[config.mk]
export PLATFORM = sky130hd
export DESIGN_NAME = fpec_ctrl
export DESIGN_NICKNAME = d
export VERILOG_FILES = /design/src/logic/fpec_pkg.sv /design/src/logic/fpec_row_timer.sv /design/src/logic/fpec_ctrl.sv
export SDC_FILE = /design/constraint.sdc
export NUM_CORES = 1
export LEC_CHECK = 0
export ABC_CLOCK_PERIOD_IN_PS = 2900
export BUFFER_PORTS_ARGS = -buffer_cell sky130_fd_sc_hd__buf_2
export CAP_MARGIN = 20
export CORE_MARGIN = 2
export CORE_UTILIZATION = 53
export CTS_CLUSTER_SIZE = 16
export DETAILED_ROUTE_END_ITERATION = 8
export GPL_ROUTABILITY_DRIVEN = 0
export PLACE_DENSITY = 0.93
export SLEW_MARGIN = 40
export SYNTH_ARGS = -nofsm -noshare
export SYNTH_HDL_FRONTEND = slang
export SYNTH_SLANG_ARGS = --single-unit
[constraint.sdc]
create_clock -name clk -period 2.9 [get_ports clk]
set_clock_uncertainty 0.2 [all_clocks]
set_input_delay 0.29 -clock clk [delete_from_list [all_inputs] [get_ports clk]]
set_output_delay 0.29 -clock clk [all_outputs]
set_load 0.05 [all_outputs]
[src/logic/fpec_pkg.sv]
// Package: register map, field positions and timing for the flash protect/event block
`default_nettype none
package fpec_pkg;
	localparam logic [7:0] PROT_OFFSET = 8'hFA;
	localparam logic [7:0] EVT_OFFSET = 8'hFB;
	localparam logic [7:0] PROT_RESET = 8'hFF;
	localparam logic [7:0] EVT_RESET = 8'h00;
	localparam int DONE_IE_BIT = 7;
	localparam int ERR_IE_BIT = 6;
	localparam int DONE_FLAG_BIT = 5;
	localparam int TMO_BIT = 3;
	localparam int WR_VIOL_BIT = 2;
	localparam int PE_VIOL_BIT = 1;
	localparam int ME_VIOL_BIT = 0;
	localparam int BLOCK_ADDR_LSB = 14;
	localparam int ROW_TIMEOUT_FCLKS = 2432;
	localparam int ROW_PROG_ACTIVE_BIT = 2;

	typedef enum logic [1:0]
	{
		FPEC_OP_WRITE = 2'b00,
		FPEC_OP_PAGE_ERASE = 2'b01,
		FPEC_OP_MASS_ERASE = 2'b10,
		FPEC_OP_ROW_PROG = 2'b11
	} fpec_op_t;

	typedef struct packed
	{
		logic valid;
		fpec_op_t op;
		logic info_page;
		logic [16:0] addr;
	} fpec_req_t;

	typedef struct packed
	{
		logic sel;
		logic wr;
		logic rd;
		logic [7:0] addr;
		logic [7:0] wdata;
	} fpec_io_t;
endpackage : fpec_pkg
`default_nettype wire

[src/logic/fpec_row_timer.sv]
// Row-program watchdog counting flash controller clock ticks
`default_nettype none
module fpec_row_timer #(
	parameter int LIMIT = fpec_pkg::ROW_TIMEOUT_FCLKS
)(
	input wire logic clk,
	input wire logic rstn,
	input wire logic active,
	input wire logic fclk_tick,
	output logic expired
);
	localparam int CW = $clog2(LIMIT + 1);

	if (LIMIT < 1)
	begin : g_bad_limit
		$error("fpec_row_timer: LIMIT must be at least 1");
	end

	typedef struct packed
	{
		logic [CW-1:0] cnt;
		logic expired;
	} fpec_tmr_state_t;

	fpec_tmr_state_t st_ff;
	fpec_tmr_state_t nxt_st;

	always_comb
	begin
		nxt_st = st_ff;
		nxt_st.expired = 1'b0;
		if (!active)
			nxt_st.cnt = '0;
		else if (fclk_tick)
		begin
			// One-cycle pulse on the tick that reaches the limit
			if (st_ff.cnt == CW'(LIMIT - 1))
				nxt_st.expired = 1'b1;
			if (st_ff.cnt != CW'(LIMIT))
				nxt_st.cnt = st_ff.cnt + CW'(1);
		end
	end

	always_ff @(posedge clk)
	begin
		if (!rstn)
			st_ff <= '0;
		else
			st_ff <= nxt_st;
	end

	assign expired = st_ff.expired;
endmodule : fpec_row_timer
`default_nettype wire

[src/logic/fpec_ctrl.sv]
// Flash block protection, violation checking, row-program timeout and event flags
`default_nettype none
module fpec_ctrl #(
	parameter int BLOCKS = 8,
	parameter int ROW_TIMEOUT = fpec_pkg::ROW_TIMEOUT_FCLKS
)(
	input wire logic clk,
	input wire logic rstn,
	input wire fpec_pkg::fpec_io_t io,
	input wire logic unlocked,
	input wire fpec_pkg::fpec_req_t req,
	input wire logic op_done,
	input wire logic row_prog_active,
	input wire logic fclk_tick,
	output logic [7:0] rdata,
	output logic grant,
	output logic refuse,
	output logic row_prog_abort,
	output logic irq
);
	// Elaboration checks on geometry and on the register layout that the decode assumes
	if (BLOCKS != 8 && BLOCKS != 4)
	begin : g_bad_blocks
		$error("fpec_ctrl: BLOCKS must be 4 or 8");
	end

	if (ROW_TIMEOUT < 1)
	begin : g_bad_timeout
		$error("fpec_ctrl: ROW_TIMEOUT must be at least 1");
	end

	if (fpec_pkg::PROT_OFFSET == fpec_pkg::EVT_OFFSET)
	begin : g_bad_offsets
		$error("fpec_ctrl: the two register offsets must differ");
	end

	// A locked write and reset both rely on the all-ones pattern
	if (fpec_pkg::PROT_RESET != 8'hFF)
	begin : g_bad_prot_reset
		$error("fpec_ctrl: mask reset value must protect every block");
	end

	// Error flags must fill the low nibble that a read clears, one bit each
	if (((1 << fpec_pkg::TMO_BIT) | (1 << fpec_pkg::WR_VIOL_BIT)
		| (1 << fpec_pkg::PE_VIOL_BIT) | (1 << fpec_pkg::ME_VIOL_BIT)) != 15)
	begin : g_bad_err_bits
		$error("fpec_ctrl: error flag bits must cover 3..0 once each");
	end

	if (fpec_pkg::DONE_FLAG_BIT < 4 || fpec_pkg::DONE_FLAG_BIT > 7
		|| fpec_pkg::DONE_IE_BIT < 4 || fpec_pkg::DONE_IE_BIT > 7
		|| fpec_pkg::ERR_IE_BIT < 4 || fpec_pkg::ERR_IE_BIT > 7)
	begin : g_bad_upper_range
		$error("fpec_ctrl: enable and done bits must lie in 7..4");
	end

	if (fpec_pkg::DONE_IE_BIT == fpec_pkg::ERR_IE_BIT
		|| fpec_pkg::DONE_IE_BIT == fpec_pkg::DONE_FLAG_BIT
		|| fpec_pkg::ERR_IE_BIT == fpec_pkg::DONE_FLAG_BIT)
	begin : g_bad_upper_bits
		$error("fpec_ctrl: enable and done bits must be distinct");
	end

	// Block index is the three offset bits above the 16 KB boundary
	if (fpec_pkg::BLOCK_ADDR_LSB + 3 != $bits(fpec_pkg::fpec_req_t) - 4)
	begin : g_bad_addr_split
		$error("fpec_ctrl: block index must be the top three offset bits");
	end

	typedef struct packed
	{
		logic [7:0] mask;
		logic done_ie;
		logic err_ie;
		logic done_flag;
		logic [3:0] err_flags;
		logic [7:0] rdata;
		logic grant;
		logic refuse;
		logic abort;
		logic irq;
	} fpec_ctrl_state_t;

	fpec_ctrl_state_t st_ff;
	fpec_ctrl_state_t nxt_st;
	logic tmo_expired;
	logic [2:0] blk_idx;
	logic blk_guarded;
	logic any_guard;
	logic [7:0] live_mask;
	logic viol_wr;
	logic viol_pe;
	logic viol_me;
	logic [3:0] err_set;
	logic [7:0] evt_view;
	logic io_prot_wr;
	logic io_prot_rd;
	logic io_evt_wr;
	logic io_evt_rd;
	logic op_wr;
	logic op_pe;
	logic op_me;
	logic op_rp;
	logic viol_any;
	logic allow;
	logic guard_block_0;
	logic guard_block_1;
	logic guard_block_2;
	logic guard_block_3;
	logic guard_block_4;
	logic guard_block_5;
	logic guard_block_6;
	logic guard_block_7;
	logic [7:0] guard_vec;

	fpec_row_timer #(
		.LIMIT(ROW_TIMEOUT)
	) u_row_timer (
		.clk(clk),
		.rstn(rstn),
		.active(row_prog_active),
		.fclk_tick(fclk_tick),
		.expired(tmo_expired)
	);

	// Unused upper bits on the small part never guard anything but still read back
	if (BLOCKS == 8)
	begin : g_full_map
		assign live_mask = st_ff.mask;
	end
	else
	begin : g_half_map
		assign live_mask = {4'h0, st_ff.mask[3:0]};
	end

	// One guard per 16 KB block, lowest offsets on bit 0
	assign guard_block_0 = live_mask[0];
	assign guard_block_1 = live_mask[1];
	assign guard_block_2 = live_mask[2];
	assign guard_block_3 = live_mask[3];
	assign guard_block_4 = live_mask[4];
	assign guard_block_5 = live_mask[5];
	assign guard_block_6 = live_mask[6];
	assign guard_block_7 = live_mask[7];
	assign guard_vec = {guard_block_7, guard_block_6, guard_block_5, guard_block_4,
		guard_block_3, guard_block_2, guard_block_1, guard_block_0};

	assign blk_idx = req.addr[fpec_pkg::BLOCK_ADDR_LSB +: 3];
	assign blk_guarded = guard_vec[blk_idx] && !req.info_page;
	assign any_guard = |guard_vec;

	// Register decode; other offsets are ignored
	always_comb
	begin
		io_prot_wr = 1'b0;
		io_prot_rd = 1'b0;
		io_evt_wr = 1'b0;
		io_evt_rd = 1'b0;
		if (io.sel && io.addr == fpec_pkg::PROT_OFFSET)
		begin
			io_prot_wr = io.wr;
			io_prot_rd = io.rd;
		end
		else if (io.sel && io.addr == fpec_pkg::EVT_OFFSET)
		begin
			io_evt_wr = io.wr;
			io_evt_rd = io.rd;
		end
	end

	// Operation decode, one strobe per kind of request
	always_comb
	begin
		op_wr = 1'b0;
		op_pe = 1'b0;
		op_me = 1'b0;
		op_rp = 1'b0;
		if (req.valid)
		begin
			case (req.op)
				fpec_pkg::FPEC_OP_WRITE: op_wr = 1'b1;
				fpec_pkg::FPEC_OP_PAGE_ERASE: op_pe = 1'b1;
				fpec_pkg::FPEC_OP_MASS_ERASE: op_me = 1'b1;
				fpec_pkg::FPEC_OP_ROW_PROG: op_rp = 1'b1;
				default: op_wr = 1'b0;
			endcase
		end
	end

	// A row program writes flash, so a guarded target is a write violation
	assign viol_wr = (op_wr || op_rp) && blk_guarded;
	assign viol_pe = op_pe && blk_guarded;
	assign viol_me = op_me && any_guard;
	assign viol_any = viol_wr || viol_pe || viol_me;
	assign allow = req.valid && !viol_any;

	always_comb
	begin
		err_set = 4'h0;
		err_set[fpec_pkg::TMO_BIT] = tmo_expired;
		err_set[fpec_pkg::WR_VIOL_BIT] = viol_wr;
		err_set[fpec_pkg::PE_VIOL_BIT] = viol_pe;
		err_set[fpec_pkg::ME_VIOL_BIT] = viol_me;
	end

	always_comb
	begin
		evt_view = 8'h00;
		evt_view[fpec_pkg::DONE_IE_BIT] = st_ff.done_ie;
		evt_view[fpec_pkg::ERR_IE_BIT] = st_ff.err_ie;
		evt_view[fpec_pkg::DONE_FLAG_BIT] = st_ff.done_flag;
		evt_view[3:0] = st_ff.err_flags;
		evt_view[4] = 1'b0;
	end

	always_comb
	begin
		nxt_st = st_ff;
		// Verdict for the request taken this cycle
		nxt_st.grant = allow;
		nxt_st.refuse = viol_any;
		nxt_st.abort = tmo_expired;

		// Register write side; a locked write traps a runaway store as full protection
		if (io_prot_wr)
		begin
			if (unlocked)
				nxt_st.mask = io.wdata;
			else
				nxt_st.mask = fpec_pkg::PROT_RESET;
		end
		else if (io_evt_wr)
		begin
			nxt_st.done_ie = io.wdata[fpec_pkg::DONE_IE_BIT];
			nxt_st.err_ie = io.wdata[fpec_pkg::ERR_IE_BIT];
		end

		// Read data is registered; read of event register clears its flags
		nxt_st.rdata = 8'h00;
		if (io_prot_rd)
		begin
			nxt_st.rdata = st_ff.mask;
		end
		else if (io_evt_rd)
		begin
			nxt_st.rdata = evt_view;
			nxt_st.done_flag = 1'b0;
			nxt_st.err_flags = 4'h0;
		end

		// New events win over a same-cycle read clear
		if (op_done)
			nxt_st.done_flag = 1'b1;
		nxt_st.err_flags = nxt_st.err_flags | err_set;

		// Level request from registered flags and enables
		nxt_st.irq = (nxt_st.done_ie && nxt_st.done_flag)
			|| (nxt_st.err_ie && (|nxt_st.err_flags));
	end

	always_ff @(posedge clk)
	begin
		if (!rstn)
		begin
			st_ff <= '0;
			st_ff.mask <= fpec_pkg::PROT_RESET;
			st_ff.done_ie <= fpec_pkg::EVT_RESET[fpec_pkg::DONE_IE_BIT];
			st_ff.err_ie <= fpec_pkg::EVT_RESET[fpec_pkg::ERR_IE_BIT];
			st_ff.done_flag <= fpec_pkg::EVT_RESET[fpec_pkg::DONE_FLAG_BIT];
			st_ff.err_flags <= fpec_pkg::EVT_RESET[3:0];
		end
		else
			st_ff <= nxt_st;
	end

	assign rdata = st_ff.rdata;
	assign grant = st_ff.grant;
	assign refuse = st_ff.refuse;
	assign row_prog_abort = st_ff.abort;
	assign irq = st_ff.irq;
endmodule : fpec_ctrl
`default_nettype wire

; ---- Yosys cells after proc, flatten, opt, wreduce, memory -nomap -nowiden
; Cells that the tools add are included.
[classes]
add_sub_neg = 1
mul = 0
n_div = 0
magnitude_cmp = 1
eq_ne = 7
n_shift = 0
mux = 24
bitwise_logic = 1
reduce_logical = 21
[op_table]
columns = cell, count
row1 = 1-bit two-way mux, 17
row2 = "8-bit == test, second input constant", 2
row3 = 8-bit two-way mux, 2
row4 = 13-bit two-way mux, 1
row5 = "12-bit by 1-bit adder with 12-bit output, second input constant", 1
row6 = "12-bit == test, second input constant", 1
row7 = "12-bit != test, second input constant", 1
row8 = 1-bit logical AND, 9
row9 = 8-bit OR reduction, 1
row10 = 5-bit two-way mux, 1
row11 = "2-bit == test, second input constant", 2
row12 = 1-bit logical OR, 4
row13 = "3-bit by 4-bit less-than comparator with 1-bit output, second input constant", 1
row14 = 2-bit two-way mux, 2
row15 = 4-bit bitwise OR, 1
row16 = 2-bit AND reduction, 2
row17 = 4-bit OR reduction, 1
row18 = 1-bit binary-select mux with 3-bit select, 1
row19 = 3-bit AND reduction, 1
row20 = "2-bit by 1-bit == test with 1-bit output, second input constant", 1
row21 = 1-bit logical NOT, 2
row22 = 2-bit logical NOT, 1
[totals]
reg_bits = 40
latch_bits = 0
mem_bits_rw = 0
romBits = 0
out_inout_bits = 12
elab_cells = 67
memories = 0

; ---- Logic depth before layout (Yosys ltp)
; Gate-level depths: netlist (run 1).
[depth]
word_depth = 10
ltp_mapped = 7
ltp_nobuf = 7

; ---- Modules after synthesis
; A second synthesis (run 1) with hierarchy kept.
[unflattened]
cells_unflattened = 191
hier_area_um2 = 1755.4
[by_module_without_submodules]
columns = mod, instances, cells_each, area_each_um2
row1 = fpec_ctrl, 1, 122, 1118.6
row2 = fpec_row_timer, 1, 69, 636.9

; ---- Worst setup path before layout (run 1)
; OpenSTA, ideal clock, no wires.
[synth_timing]
path_type = input to register
from = input io[10] in the netlist's numbering
to = register st_ff, in the netlist irq
setup_ns = 0.132
t_arrival_ns = 1.425
t_required_ns = 2.568
setup_slack_ns = 1.143
path_stages = 5
path_cell_list = nand4b_1 nor3_2 nor2_1 a2111oi_2 o32ai_2
[synth_via]
elab_chain_len = 10
[synth_lines]
columns = element, line_no
row1 = "start, declared", fpec_ctrl.sv:9  ; input wire fpec_pkg::fpec_io_t io,
row2 = 8-bit == test, fpec_ctrl.sv:164  ; else if (io.sel && io.addr == fpec_pkg::EVT_OFFSET)
row3 = 1-bit logical AND, fpec_ctrl.sv:164
row4 = 1-bit two-way mux, fpec_ctrl.sv:164
row5 = 1-bit two-way mux, fpec_ctrl.sv:159  ; if (io.sel && io.addr == fpec_pkg::PROT_OFFSET)
row6 = 13-bit two-way mux, fpec_ctrl.sv:244  ; else if (io_evt_rd)
row7 = 5-bit two-way mux, fpec_ctrl.sv:240  ; if (io_prot_rd)
row8 = 4-bit bitwise OR, fpec_ctrl.sv:254  ; nxt_st.err_flags = nxt_st.err_flags | err_set;
row9 = 4-bit OR reduction, fpec_ctrl.sv:258  ; || (nxt_st.err_ie && (|nxt_st.err_flags));
row10 = 1-bit logical AND, fpec_ctrl.sv:258
row11 = 1-bit logical OR (*), fpec_ctrl.sv:258
row12 = "end signal, assigned", fpec_ctrl.sv:273  ; st_ff <= nxt_st;
row13 = "end, declared", fpec_ctrl.sv:84  ; fpec_ctrl_state_t st_ff;
; Every way passes the cells marked *; elsewhere a longest branch is shown, timed or not.
; A chain may end at the register's enable or synchronous reset.

; ---- Final worst setup path (run 1)
[layout_timing]
from = register st_ff, in the netlist guard_vec[0]
to = register st_ff, in the netlist irq
[layout_via]
elab_chain_len = 8
[layout_lines]
columns = element, line_no
row1 = 1-bit binary-select mux with 3-bit select, fpec_ctrl.sv:149  ; assign blk_guarded = guard_vec[blk_idx] && !req.info_page;
row2 = 1-bit two-way mux (not written as such), fpec_ctrl.sv:149
row3 = 1-bit logical AND, fpec_ctrl.sv:149
row4 = 1-bit logical AND (on tied branches), "fpec_ctrl.sv:192, fpec_ctrl.sv:191"
row5 = 4-bit bitwise OR (*), fpec_ctrl.sv:254
row6 = 4-bit OR reduction (*), fpec_ctrl.sv:258
row7 = 1-bit logical AND (*), fpec_ctrl.sv:258
row8 = 1-bit logical OR (*), fpec_ctrl.sv:258
; Every way passes the cells marked *; elsewhere a longest branch is shown, timed or not. The select of a mux whose other input is x is not followed.

==> results of run 1 <==
per-layer routing:
layer  wire, um  vias up
li1           -      776
met1       1632      714
met2       1615       33
met3        151        5
met4         46        0
met5          0        -
synth_stat cells, drive strengths merged, types with 2 or more instances:
cell,n
or3,2
nand4,5
nor4bb,2
clkbuf,6
nor3b,10
and3,5
nor2b,2
nand3,4
and4,2
a21oi,5
mux2i,4
ha,2
nor2,34
nand2,7
nor3,3
a2111oi,2
a32oi,2
nor4,4
mux2,2
and3b,2
inv,7
dfxtp,40
a22oi,7
xor2,7
o21ai,11
where the power goes:
| group | internal, mW | total [mW] | switching, mW |
|---|---|---|---|
| clock network | 0.181 | 0.354 | 0.174 |
| logic | 0.0377 | 0.0788 | 0.0411 |
| registers | 0.555 | 0.558 | 0.00319 |
what timing repair did:
action                                  in CTS  in global routing
hold buffers                                 7                  0
hold endpoints to repair                     7                  0
resized for setup                            0                  0
endpoints found under the setup margin       0                  0
buffers inserted                             0                  0
critical path: cells and delay by family, from the launching register on:
family	cells	cell delay [ns]
AO/OA/AOI/OAI	3	0.98
flip-flops	1	0.37
AND/OR/NAND/NOR	2	0.30
sequential cells by signal, indices dropped and copies added, names as in the netlist:
signal               count
evt_view                 7
grant                    1
guard_vec                8
irq                      1
rdata                    8
refuse                   1
row_prog_abort           1
u_row_timer.expired      1
u_row_timer.st_ff       12
area by class of cell:
class	count	area [um^2]	area share, %
repair buffers	51	292.8	13.98
clock buffers	6	41.29	1.971
well taps	44	55.05	2.628
inverters	7	26.28	1.254
multi-input cells	133	843.3	40.26
clock inverters	2	35.03	1.673
flip-flops and latches	40	800.8	38.23
through the flow:
stage               cells  worst slack, ns  hold WS (ns)  power (mW)
floorplan             186            1.143        0.2359      0.6078
detailed placement    268           0.8504        0.2987      0.6418
finish                283           0.9314       0.02595      0.9913
global placement      268           0.8888        0.2963      0.6396
global route          283           0.7308       0.01687       1.025
CTS                   283           0.9269       0.02175      0.9970
how the worst max path moves through the flow:
stage                       startpoint  endpoint  slack (ns)
after detailed placement       req[14]       irq        0.85
after CTS                 guard_vec[0]       irq        0.93
final                     guard_vec[0]       irq        0.93
after global routing      guard_vec[0]       irq        0.73
after global placement         req[14]       irq        0.89
after floorplan                 io[10]       irq        1.14
logic make-up (layout without fill, tap and decap cells):
logic type	after synthesis	in the layout	share of synthesized area, %
mux	6	6	3.695
compound gates	31	31	12.64
fa+ha+maj	2	2	1.478
xor+xnor	8	8	4.139
flops	40	40	47.30
buf+inv	13	66	2.883
simple gates	86	86	27.87
==> results.md, run 1 <==
* Status: completed
* 1st-iter DRT viols at 56
* Grt peak-use layer: met2
* Hold path depth at 3
* Clock root cell: clkbuf_4
* Slowest cell on crit path: a2111oi_2
* Syn Nets at 234
* Vias per cell at 5.399
* FP Rows at 20
* DIE AREA at 3662 um^2
* Post-layout net count at 286
* TNS Setup at 0 ns
* Max-slew violation count at 0
* CTS tree: built
* # setup viols final at 0
* Synth Flop Type: dfxtp_1
* Core area at 3053 um^2
* CTS HTree Levels at 2
* Synthesized area per cell at 9.101 um^2
* Clock sink count at 40
* Post-Route Utilization at 68.61%
* Diode count at 0
* Max rail drop VDD at 0.0002939 V
* Area growth from synthesis to layout at 23.73%
* Ys Warns at 0
* LEAKAGE at 0.8734 nW
* Asr flop ratio synth at 0%
* Sequential-to-total area share from yosys stat at 47.30%
* Initial antenna violation count at 0
* Initial Util at 55.45%
* Post-synth EDFFs at 0
* WS Path Type: register to register
* Max_cap viols at 0
* Longest Clk Path Bufs at 2
* PortBufs at 43
* Critical Path Fanout Max at 4
* Filler cell count at 253
* Power Density at 473.3 nW/um^2
* GRT overflow at 0
* RSZ-0062 raised after global routing: false
* Post-DP HPWL at 2.493 mm
* CP max stage delay at 0.46 ns
* Via count at 1528
* Worst Setup End Kind: register
* Hold_sp: op_done
* All-Layer GR Usage at 21.51%
* Hold Crit Endpoint: evt_view[5]
* Largest net degree at the start of global routing at 16
* Crit path cell chain: nor2b_1, a2111oi_0, nor4_2, a2111oi_2, o32ai_2
* Final min period at 1.969 ns
* Num CTS Buffers at 5
* Synth cell types at 37
* Post-Syn Area at 1693 um^2
* Chip height at 60.52 um
* Leading area contributor after synthesis: dfxtp_1
* Layout cell share with drive strength beyond 1 at 23.85%
* Most frequent cells in the layout: 43 x buf_2, 40 x dfxtp_1, 34 x nor2_1, 11 x o21ai_0, 10 x nor3b_1
* Area contributors post-synth: dfxtp_1 47%, nor2_1 7.5%, nor3b_1 4.4%
* Yosys top cell area share at 47.30%
* Die W at 60.52 um
* M1 GR Usage at 28.40%
* Commonest non-fill, non-tap cell in the layout: buf_2
* GR met3 Demand/Resource at 5.757%
* HP Class: input port to register
* Met2 GRT Util at 34.94%
* Global-route wire length before repair at 5.844 mm
* Mapped Cells at 186
* FMAX at 0.5080 GHz
* Routed wire length per instance at 12.17 um
* Relative slew margins at 66.51%
* Final clock period utilization by the worst path at 67.88%
* Measured slew at the worst slew-check pin at 0.4897 ns
* Cell Area, Placed at 1948 um^2
* Reg-to-reg slack, setup at 0.93 ns
* Drt pass-1 iters at 4
* Post-Route WL at 3.444 mm
* Reg-to-Reg Start: guard_vec[0]
* Arr. time, crit path at 1.99 ns
* Post-route cell area at 2095 um^2
* Routed Antenna Nets at 0
* Worst reg2reg path depth at 5
* Critical Path Source Type: register
* Vias in the first global route at 1312
* Synth Register Bits at 40
* CP Data Required Time at 2.92 ns
* Io pins at 58
* Clock-pin slew on the worst setup and hold paths at 0.11 ns
* Worst-Skew Late Latency at 0.34 ns
* DRC viols at 0
* Worst flop-to-flop path endpoint: irq
* Hold Fails Final Rpt at 0
Note: power is estimated with default switching activity, not from simulation.
==> run 2, diff against run 1 <==
Settings changed: ABC_CLOCK_PERIOD_IN_PS 2900 to 1780, CORE_UTILIZATION 53 to 44, PLACE_DENSITY 0.93 to 0.83.
Clock period 2.9 ns to 1.78 ns, I/O delays scaled along.
==> run 2 against run 1 <==
Sequential share of layout area fell by 3.2 points. Final cell count is 6.4% higher. Critical endpoint unchanged. Via count increased by 5.6%. Highest routed layer unchanged. First-iteration DRC count grew 34%. Design area up 9.8%. Wire length increased by 24%.
==> results.md, run 2 (synthesis gave the netlist of run 1 again) <==
* Biggest register: u_row_timer.st_ff
* Slowest cell on crit path: a2111oi_2
* Drt pass-1 iters at 4
* Post-layout net count at 301
* Placement Setup Slack at -0.1398 ns
* FP Rows at 22
* Critical Path Fanout Max at 3
* Arr. time, crit path at 1.71 ns
* FMAX at 0.5673 GHz
* Clock root cell: clkbuf_8
* Worst-Skew Late Latency at 0.29 ns
* Relative slew margins at 66.99%
* Crit path cell chain: mux2_2, nor3b_4, nor4_4, a2111oi_2, o32ai_2
* Sequential Area at 804.5 um^2
* RSZ-0062 raised after global routing: true
* Num CTS Buffers at 5
* Most frequent cells in the layout: 43 x buf_2, 37 x dfxtp_1, 34 x nor2_1, 12 x buf_4
* Commonest non-fill, non-tap cell in the layout: buf_2
* Final min period at 1.763 ns
* DRC viols at 0
* Routed wire length per instance at 14.18 um
* Vias in the first global route at 1558
* Post-Route WL at 4.268 mm
* LEAKAGE at 0.9616 nW
* Multi-input combinational cell area at 897.1 um^2
* Measured slew at the worst slew-check pin at 0.4922 ns
* Hold Fails Final Rpt at 0
* Io pins at 58
* # setup viols final at 0
* Vias per cell at 5.362
* CTS HTree Levels at 2
* Layout cell share with drive strength beyond 1 at 30.43%
* 1st-iter DRT viols at 75
* Area growth from synthesis to layout at 35.85%
* All-Layer GR Usage at 21.54%
* DIE AREA at 4359 um^2
* Longest Clk Path Bufs at 2
* Global-route wire length before repair at 7.120 mm
* Largest net degree at the start of global routing at 16
* Initial antenna violation count at 0
* Clock sink count at 40
* Initial Util at 45.90%
* Via count at 1614
* GRT overflow at 0
* WS Path Type: register to register
* Critical Path Source Type: register
* Filler cell count at 318
* Core area at 3689 um^2
* CP max stage delay at 0.37 ns
* CTS tree: built
* Diode count at 0
* Clock-pin slew on the worst setup and hold paths at 0.07 ns
* Post-DP HPWL at 2.904 mm
* Chip height at 66.03 um
* PortBufs at 43
* Max_cap viols at 0
* Routed Antenna Nets at 0
* Max-slew violation count at 0
* Worst Setup End Kind: register
* HP Class: input port to register
* Postcts setup bufs at 0
* Die W at 66.03 um
* Power Density at 736.5 nW/um^2
* Status: completed
* Largest register FFs at 12
* Final clock period utilization by the worst path at 99.02%
* TNS Setup at 0 ns
* CP Data Required Time at 1.73 ns
* Fin worst setup slack at 0.01738 ns
* Max rail drop VDD at 0.0005069 V
[run 2: cell types whose count changed in the layout (fill, tap and decap cells not counted), moves of 3 or more]
cell           delta
buf_4            +11
clkbuf_8          +7
clkbuf_4          -5
dlygate4sd3_1     +4
dfxtp_1           -3
dfxtp_2           +3
[run 2: layer usage]
metal,track usage (%),routed length [um]
met5,0,0
met4,8.673,95
met3,5.451,231
met2,37.25,2123
met1,25.34,1818
[run 2: worst max-delay path: cells and delay by family, from the launching register on]
family           cells  cell delay, ns
AO/OA/AOI/OAI        2            0.51
flip-flops           1            0.32
AND/OR/NAND/NOR      2            0.30
multiplexers         1            0.29
[run 2: worst paths after layout]
kind	from	end	slack, ns	cells after the start
setup reg to reg	guard_vec[3]	irq	0.02	5
hold / removal	op_done	evt_view[5]	0.03	3
setup / recovery	guard_vec[3]	irq	0.02	5
hold reg to reg	evt_view[5]	rdata[5]	0.31	2
[run 2: report_power, final]
part	switching, mW	leakage [nW]	internal [mW]
clock	0.286	0.0503	0.345
combinational	0.0773	0.588	0.0758
sequential	0.00543	0.323	0.904
[run 2: final cells by class]
| class | instances | share of cell area [%] |
|---|---|---|
| inverter | 7 | 1.143 |
| clock buffer | 7 | 4.189 |
| sequential | 40 | 34.98 |
| timing repair buffer | 66 | 18.06 |
| tap | 48 | 2.612 |
| multi-input combinational | 133 | 39.01 |
[run 2: per-stage QoR]
stage / power (mW) / utilization [%] / cells / instance area (um^2) / hold slack [ns]
global route: 1.754 / 62.35 / 301 / 2300 / 0.04601
finish: 1.694 / 62.35 / 301 / 2300 / 0.02614
floorplan: 0.9903 / - / 186 / 1693 / 0.1239
CTS: 1.698 / 61.23 / 301 / 2258 / 0.01949
global placement: 1.049 / 55.19 / 283 / 2036 / 0.2350
detailed placement: 1.053 / 55.19 / 283 / 2036 / 0.2424
[run 2: timing repair]
action	in CTS	in global routing
resized for setup	4	9
hold buffers	11	0
endpoints found under the hold margin	10	0
pin swaps	0	3
endpoints found under the setup margin	2	7
